--- src/common/spoc_pkg.sv ---
// package: thresholds, widths and table size for the single-phase protection block
package spoc_pkg;
    // digitized sense values: volts in millivolt codes, currents in 10 nA codes
    localparam int CODE_W = 12;
    localparam logic [CODE_W-1:0] PER_PHASE_TRIP_NA  = 12'hDAC; // 35 uA, 3500 x 10 nA
    localparam logic [CODE_W-1:0] TOTAL_TRIP_MV      = 12'h60E; // 1.55 V
    localparam logic [CODE_W-1:0] MAX_POINT_MV       = 12'h4D8; // 1.24 V
    localparam logic [CODE_W-1:0] COMP_GROUND_MV     = 12'h032; // gain input seen as ground
    localparam int SECTIONS = 2;
    localparam int TEMP_W   = 8;
    localparam int CORR_W   = 12;
    // thermistor conversion table address width (2**TBL_AW entries)
    localparam int TBL_AW   = 6;
    typedef enum logic [0:0] {SPOC_RUN, SPOC_LATCHED} spoc_fault_t;
endpackage

--- src/common/spoc_tbl_if.sv ---
// interface: thermistor conversion table lookup
interface spoc_tbl_if;
    import spoc_pkg::*;
    logic [TBL_AW-1:0] addr;
    logic [TEMP_W-1:0] data;
    modport user  (output addr, input data);
    modport table_side (input addr, output data);
endinterface

--- src/hw/spoc_monitor.sv ---
// single-phase overcurrent, thermal alert and droop compensation logic
module spoc_monitor (
    input  wire logic                             mclk,
    input  wire logic                             rst,
    input  wire logic [spoc_pkg::CODE_W-1:0]      perPhaseInfo,
    input  wire logic [spoc_pkg::CODE_W-1:0]      singleCurrentMonitorPin,
    input  wire logic [spoc_pkg::CODE_W-1:0]      thermistorSenseInput0,
    input  wire logic [spoc_pkg::CODE_W-1:0]      thermistorSenseInput1,
    input  wire logic [spoc_pkg::CODE_W-1:0]      thermalCompGainInput0,
    input  wire logic [spoc_pkg::CODE_W-1:0]      thermalCompGainInput1,
    input  wire logic [spoc_pkg::TEMP_W-1:0]      tempLimitSetting,
    input  wire logic [spoc_pkg::CODE_W-1:0]      positioningCurrentIn0,
    input  wire logic [spoc_pkg::CODE_W-1:0]      positioningCurrentIn1,
    input  wire logic                             pwmLowReq,
    input  wire logic                             pwmHighReq,
    output logic                                  lowSideSwitch,
    output logic                                  highSideSwitch,
    output logic                                  driveEnable,
    output logic                                  multiDriveEnable,
    output logic [spoc_pkg::CODE_W-1:0]           perPhaseCurrentClamped,
    output logic                                  singleMaxCurrentPoint,
    output logic                                  totalFault,
    output logic [spoc_pkg::TEMP_W-1:0]           reportedTemp0,
    output logic [spoc_pkg::TEMP_W-1:0]           reportedTemp1,
    output logic                                  overtempAlert0N,
    output logic                                  overtempAlert1N,
    output logic [spoc_pkg::CORR_W-1:0]           positioningCurrent0,
    output logic [spoc_pkg::CORR_W-1:0]           positioningCurrent1
);
    import spoc_pkg::*;

    function automatic logic [CODE_W-1:0] clampCode(input logic [CODE_W-1:0] v,
                                                    input logic [CODE_W-1:0] lim);
        clampCode = (v > lim) ? lim : v;
    endfunction

    function automatic logic [CORR_W-1:0] compensate(input logic [CODE_W-1:0] droop,
                                                     input logic [CODE_W-1:0] sense,
                                                     input logic [CODE_W-1:0] gain);
        logic [CODE_W:0] diff;
        logic [CODE_W+1:0] sum;
        diff = '0;
        sum = '0;
        if (gain <= COMP_GROUND_MV) begin
            compensate = droop;
        end else begin
            // hotter thermistor reads lower than the gain level; raise droop to match
            diff = (gain > sense) ? {1'b0, gain - sense} : '0;
            sum = {1'b0, droop} + (CODE_W+2)'(diff[CODE_W:3]);
            compensate = (sum > (CODE_W+2)'(12'hFFF)) ? 12'hFFF : sum[CORR_W-1:0];
        end
    endfunction

    // three-stage synchronisers for the comparator levels
    logic [2:0] perOcSync_q;
    logic [2:0] totOcSync_q;
    logic [2:0] maxSync_q;
    logic       perOc_q;
    logic       totOc_q;
    logic       maxPt_q;
    logic       perOcRaw;
    logic       totOcRaw;
    logic       maxRaw;

    assign perOcRaw = perPhaseInfo > PER_PHASE_TRIP_NA;
    assign totOcRaw = singleCurrentMonitorPin >= TOTAL_TRIP_MV;
    assign maxRaw   = singleCurrentMonitorPin >= MAX_POINT_MV;

    always_ff @(posedge mclk or posedge rst) begin
        if (rst) begin
            perOcSync_q <= '0;
            totOcSync_q <= '0;
            maxSync_q   <= '0;
        end else begin
            perOcSync_q <= {perOcSync_q[1:0], perOcRaw};
            totOcSync_q <= {totOcSync_q[1:0], totOcRaw};
            maxSync_q   <= {maxSync_q[1:0], maxRaw};
        end
    end

    always_ff @(posedge mclk or posedge rst) begin
        if (rst) begin
            perOc_q <= 1'b0;
            totOc_q <= 1'b0;
            maxPt_q <= 1'b0;
        end else begin
            if (perOcSync_q[1] == perOcSync_q[2]) begin
                perOc_q <= perOcSync_q[2];
            end
            if (totOcSync_q[1] == totOcSync_q[2]) begin
                totOc_q <= totOcSync_q[2];
            end
            if (maxSync_q[1] == maxSync_q[2]) begin
                maxPt_q <= maxSync_q[2];
            end
        end
    end

    // latched total-current fault
    spoc_fault_t fault_q;
    always_ff @(posedge mclk or posedge rst) begin
        if (rst) begin
            fault_q <= SPOC_RUN;
        end else begin
            unique case (fault_q)
                SPOC_RUN: begin
                    if (totOc_q) begin
                        fault_q <= SPOC_LATCHED;
                    end
                end
                SPOC_LATCHED: begin
                    fault_q <= SPOC_LATCHED;
                end
            endcase
        end
    end

    logic faultNow;
    assign faultNow = (fault_q == SPOC_LATCHED) || totOc_q;

    // switch drive
    logic lowSide_q;
    logic highSide_q;
    logic drvEn_q;
    logic multiEn_q;
    logic [CODE_W-1:0] clamp_q;
    logic maxOut_q;
    always_ff @(posedge mclk or posedge rst) begin
        if (rst) begin
            lowSide_q  <= 1'b0;
            highSide_q <= 1'b0;
            drvEn_q    <= 1'b0;
            multiEn_q  <= 1'b0;
        end else if (faultNow) begin
            lowSide_q  <= 1'b0;
            highSide_q <= 1'b0;
            drvEn_q    <= 1'b0;
            multiEn_q  <= 1'b0;
        end else if (perOc_q) begin
            lowSide_q  <= 1'b1;
            highSide_q <= 1'b0;
            drvEn_q    <= 1'b1;
            multiEn_q  <= 1'b1;
        end else begin
            lowSide_q  <= pwmLowReq & ~pwmHighReq;
            highSide_q <= pwmHighReq;
            drvEn_q    <= 1'b1;
            multiEn_q  <= 1'b1;
        end
    end

    always_ff @(posedge mclk or posedge rst) begin
        if (rst) begin
            clamp_q  <= '0;
            maxOut_q <= 1'b0;
        end else begin
            clamp_q  <= clampCode(perPhaseInfo, PER_PHASE_TRIP_NA);
            maxOut_q <= maxPt_q;
        end
    end

    // thermistor conversion, alternating between the two sensors
    spoc_tbl_if tbl ();
    spoc_temp_table uTable (
        .mclk (mclk),
        .rst  (rst),
        .tbl  (tbl)
    );

    logic                sel_q;
    logic                selD_q;
    logic [TEMP_W-1:0]   temp0_q;
    logic [TEMP_W-1:0]   temp1_q;
    logic [1:0]          valid_q;
    assign tbl.addr = sel_q ? thermistorSenseInput1[CODE_W-1 -: TBL_AW]
                            : thermistorSenseInput0[CODE_W-1 -: TBL_AW];

    always_ff @(posedge mclk or posedge rst) begin
        if (rst) begin
            sel_q   <= 1'b0;
            selD_q  <= 1'b0;
            temp0_q <= '0;
            temp1_q <= '0;
            valid_q <= '0;
        end else begin
            sel_q  <= ~sel_q;
            selD_q <= sel_q;
            if (selD_q) begin
                temp1_q    <= tbl.data;
                valid_q[1] <= 1'b1;
            end else begin
                temp0_q    <= tbl.data;
                valid_q[0] <= 1'b1;
            end
        end
    end

    // over-temperature alert per section
    logic alert0_q;
    logic alert1_q;
    always_ff @(posedge mclk or posedge rst) begin
        if (rst) begin
            alert0_q <= 1'b0;
            alert1_q <= 1'b0;
        end else begin
            alert0_q <= valid_q[0] && (temp0_q > tempLimitSetting);
            alert1_q <= valid_q[1] && (temp1_q > tempLimitSetting);
        end
    end

    // droop compensation per section
    logic [CORR_W-1:0] droop0_q;
    logic [CORR_W-1:0] droop1_q;
    always_ff @(posedge mclk or posedge rst) begin
        if (rst) begin
            droop0_q <= '0;
            droop1_q <= '0;
        end else begin
            droop0_q <= compensate(positioningCurrentIn0, thermistorSenseInput0,
                                   thermalCompGainInput0);
            droop1_q <= compensate(positioningCurrentIn1, thermistorSenseInput1,
                                   thermalCompGainInput1);
        end
    end

    assign lowSideSwitch          = lowSide_q;
    assign highSideSwitch         = highSide_q;
    assign driveEnable            = drvEn_q;
    assign multiDriveEnable       = multiEn_q;
    assign perPhaseCurrentClamped = clamp_q;
    assign singleMaxCurrentPoint  = maxOut_q;
    assign totalFault             = fault_q == SPOC_LATCHED;
    assign reportedTemp0          = temp0_q;
    assign reportedTemp1          = temp1_q;
    assign overtempAlert0N        = ~alert0_q;
    assign overtempAlert1N        = ~alert1_q;
    assign positioningCurrent0    = droop0_q;
    assign positioningCurrent1    = droop1_q;
endmodule

--- src/hw/spoc_temp_table.sv ---
// registered conversion table from thermistor voltage code to temperature
module spoc_temp_table (
    input  wire logic   mclk,
    input  wire logic   rst,
    spoc_tbl_if.table_side tbl
);
    import spoc_pkg::*;
    logic [TEMP_W-1:0] rom [2**TBL_AW];
    logic [TEMP_W-1:0] data_q;

    // higher voltage means cooler thermistor; linear default curve
    always_comb begin
        for (int i = 0; i < 2**TBL_AW; i++) begin
            rom[i] = TEMP_W'(8'h96 - 8'(i * 2));
        end
    end

    always_ff @(posedge mclk or posedge rst) begin
        if (rst) begin
            data_q <= '0;
        end else begin
            data_q <= rom[tbl.addr];
        end
    end

    assign tbl.data = data_q;
endmodule

--- config.mk ---
export PLATFORM = sky130hd
export DESIGN_NAME = spoc_monitor
export DESIGN_NICKNAME = d
export VERILOG_FILES = /design/src/common/spoc_pkg.sv /design/src/common/spoc_tbl_if.sv /design/src/hw/spoc_monitor.sv /design/src/hw/spoc_temp_table.sv
export SDC_FILE = /design/constraint.sdc
export NUM_CORES = 1
export LEC_CHECK = 0
export BUFFER_PORTS_ARGS = -buffer_cell sky130_fd_sc_hd__buf_2
export CORE_MARGIN = 1.5
export CORE_UTILIZATION = 40
export CTS_BUF_LIST = sky130_fd_sc_hd__clkbuf_8
export CTS_CLUSTER_DIAMETER = 100
export DETAILED_ROUTE_END_ITERATION = 7
export GPL_TIMING_DRIVEN = 0
export PLACE_DENSITY_LB_ADDON = 0.1
export SLEW_MARGIN = 20
export SYNTH_ARGS = -nofsm -noshare
export SYNTH_HDL_FRONTEND = slang
export SYNTH_SLANG_ARGS = --single-unit
--- constraint.sdc ---
create_clock -name mclk -period 3.7 [get_ports mclk]
set_input_delay 0.74 -clock mclk [delete_from_list [all_inputs] [get_ports mclk]]
set_output_delay 0.74 -clock mclk [all_outputs]
set_load 0.05 [all_outputs]
==> summary.txt <==
Layout
  • Diode count: 0
  • Cell Count, Final, Fillers Out: 906
  • Layout area overhead: 40.87%
  • Final Util: 0.5771
  • Fin nets: 896
  • Share of layout cells above drive strength 1: 0.4223

CTS
  • Clk slew on worst S/H paths: 0.09 ns
  • CTS Hold Bufs: 0
  • # H-tree levels: 3
  • CTS tree: built
  • CTS buffer count: 9
  • Clk buf depth: 2
  • Clk_lat worst skew: 0.36 ns
  • Clk sink count: 80
  • Clk Tree Root Cell: clkbuf_8

Timing
  • Setup ws final: -0.3602 ns
  • Crit share post-route: 1.097
  • Worst-margin pin slew: 0.7314 ns
  • Achievable frequency: 246.3 MHz
  • Skew final: 0.007351 ns
  • Slew Viols, Final: 0
  • Unrepaired setup endpoints after global routing: true
  • Final hold viol count: 0
  • Post-layout minimum cycle time: 4.060 ns
  • Slew HR: 0.5098
  • Final setup violating endpoints: 12

Power
  • Net Switching: 1.175 mW
  • Clock share of power: 0.215
  • PwrDens: 411.6 nW/um2
  • Switching Fraction: 0.3937
  • Flop pwr share: 0.341
  • Share of power burned in combinational logic: 0.444
  • Maximum VDD drop: 0.1884 mV
  • Leakage: 3.566 nW
  • Internal power: 1.810 mW

Worst setup path
  • Nature of the critical path endpoint: flip-flop
  • CP Cell Sequence: buf_8 > inv_12 > ha_4 > nor2b_4 > o31a_1 > or4_4 > a211o_4 > a21oi_4 > a2111oi_4 > ha_2 > fa_2 > a21o_1 > a221oi_4 > buf_4 > o21bai_1 > a21oi_1 > xnor2_1 > o22a_1
  • Worst path max stage delay: 0.45 ns
  • Reg2reg path depth: 7
  • CP required: 3.96 ns
  • Type of the worst setup path: in2reg
  • Critical path peak fanout: 6
  • Startpoint types: primary input
  • Slowest library cell on the worst path: or4_4
  • CP arrival: 4.32 ns

Placed design
  • Place WS: -1.055 ns
  • Cells after DPL: 854
  • Buffers on Ports: 164
  • GPL Wtd Cong: 0.8599
  • HPWL after detailed placement: 9956 um

Yosys
  • EDFF count, synth: 0
  • Post-Syn Area: 5149 um2
  • Syn. warnings: 0
  • Top cells by area, synth: dfrtp_1 (39%), ha_1 (14%), inv_1 (3.4%), mux2_2 (3.3%), a21o_1 (3.1%)
  • Synth Flop Type: dfrtp_1
  • Post-synth ARST share: 1.000
  • Synth top area share: 0.3888
  • Most common cell in the synthesized netlist: dfrtp_1
  • Top cells by count, synth: dfrtp_1 (80), ha_1 (57), inv_1 (46)
  • Sequential area share after synthesis: 0.3888
  • #FFs+latches synth: 80
  • Library cells used by synthesis: 68
  • Mapped Cells: 516
  • Cell taking the most area after synthesis: dfrtp_1
  • Mapped Avg Cell Area: 9.978 um2

Hold path
  • Hold crit path type: in2async

Detailed routing
  • Routed WL per cell: 14.54 um
  • Initial DRC Count: 196
  • DRT antenna net count: 0
  • WL final: 13180 um
  • DRC: 0
  • DR pass1 iterations: 6
  • Vias per inst: 5.151
  • Via count: 4667

Global route
  • GRT overflow: 0
  • Vias in the first global route: 4290
  • GRT Total Usage: 0.1936
  • First-pass GRT wire length: 20460 um
  • Largest net degree at the start of global routing: 61
  • Initial antenna violation count: 0

Floorplanning
  • Core area: 12570 um2
  • Num rows: 41
  • Initial core utilization: 0.4097
  • Die area: 13560 um2
  • Chip height: 116.5 um
  • # IOs: 168
  • Horiz. Die Dim: 116.5 um

Run status
  • Failing checks: setup timing
  • Outcome: finished with violations

Run
  • Max Cap Viol: 0
-- worst max-delay path: cells and delay by family --
kind / cells / cell delay, ns
AND/OR/NAND/NOR: 2 / 0.57
buffers and inverters: 3 / 0.29
adder cells (fa/ha/maj): 3 / 0.78
XOR/XNOR: 1 / 0.09
AO/OA/AOI/OAI: 9 / 1.86
-- what timing repair did --
item / CTS / global route
setup endpoints to repair: 24 / 24
pin swaps: 33 / 27
cloned: 1 / 0
resized for setup: 23 / 44
endpoints found under the hold margin: 0 / 0
buffers inserted: 17 / 19
-- final timing paths --
kind,to,startpoint,slack (ns)
max in group asynchronous,reportedTemp0[4],rst,2.79
hold reg to reg,maxSync_q[1],maxSync_q[0],0.35
setup / recovery,positioningCurrent0[8],thermistorSenseInput0[1],-0.36
setup reg to reg,alert1_q,reportedTemp1[2],1.64
hold / removal,positioningCurrent1[11],rst,0.32
min in group mclk,maxSync_q[1],maxSync_q[0],0.35
-- per-stage QoR --
| stage | instance area, um2 | power [mW] | hold WS, ns | setup TNS [ns] |
|---|---|---|---|---|
| final | 7253 | 2.985 | 0.3223 | -3.583 |
| after global routing | 7253 | 3.166 | 0.3286 | -5.535 |
| after CTS | 6905 | 2.919 | 0.3114 | -4.450 |
| after detailed placement | 6425 | 2.187 | 0.3379 | -18.49 |
| after global placement | 6395 | 2.166 | 0.3343 | -17.65 |
| after floorplan | 5359 | 1.896 | 0.3312 | -6.280 |
-- final cells by class --
class | instances | area, um2
timing repair buffer | 201 | 1219
inverter | 46 | 202.7
buffer | 12 | 63.81
clock buffer | 9 | 123.9
tap | 172 | 215.2
clock inverter | 7 | 71.32
fill | 1111 | 5315
sequential | 80 | 2002
multi-input combinational | 379 | 3356
-- layer usage --
metal  routed length [um]  GRT usage
met1                 6283     0.2771
met2                 6006     0.3024
met3                  679    0.02491
met4                  207    0.06748
met5                    0          0
-- cells in the final DEF (no fill, tap or decap), drive strengths merged, types with 16 or more instances in the layout --
master,instances
o21ai,17
a21o,22
inv,49
a21oi,28
clkbuf,16
nor2,33
dfrtp,80
buf,206
nand2,20
ha,57
-- flip-flops by register name, summed over array words and instances (netlist names), 2 cells and up --
name	cells
perOcSync_q	3
valid_q	2
maxSync_q	3
reportedTemp1	7
positioningCurrent0	12
uTable.tbl.data	7
perPhaseCurrentClamped	12
totOcSync_q	3
reportedTemp0	7
positioningCurrent1	12
-- power groups by stage --
| stage | logic (mW) | registers (mW) | clock network [mW] |
|---|---|---|---|
| 2_1_floorplan | 0.525 | 1.37 | 0 |
| 5_1_grt | 1.43 | 1.03 | 0.706 |
| 3_5_place_dp | 1.15 | 1.04 | 0 |
| 6_report | 1.33 | 1.02 | 0.643 |
| 3_3_place_gp | 1.13 | 1.03 | 0 |
| 4_1_cts | 1.23 | 1.02 | 0.667 |
-- cells by family (layout without fill, tap and decap cells) --
family / count (synthesis) / after routing / share of synthesized area
and+or+nand+nor: 128 / 128 / 0.1286
DFF: 80 / 80 / 0.3888
muxes: 21 / 21 / 0.04447
AOI/OAI and AO/OA: 142 / 143 / 0.2007
buffers and inverters: 59 / 275 / 0.04544
xor gates and xnor gates: 23 / 23 / 0.03912
adders and majority gates: 62 / 62 / 0.1521
other: 1 / 2 / 0.0007283
No activity file was read; power rests on OpenSTA's default activity.
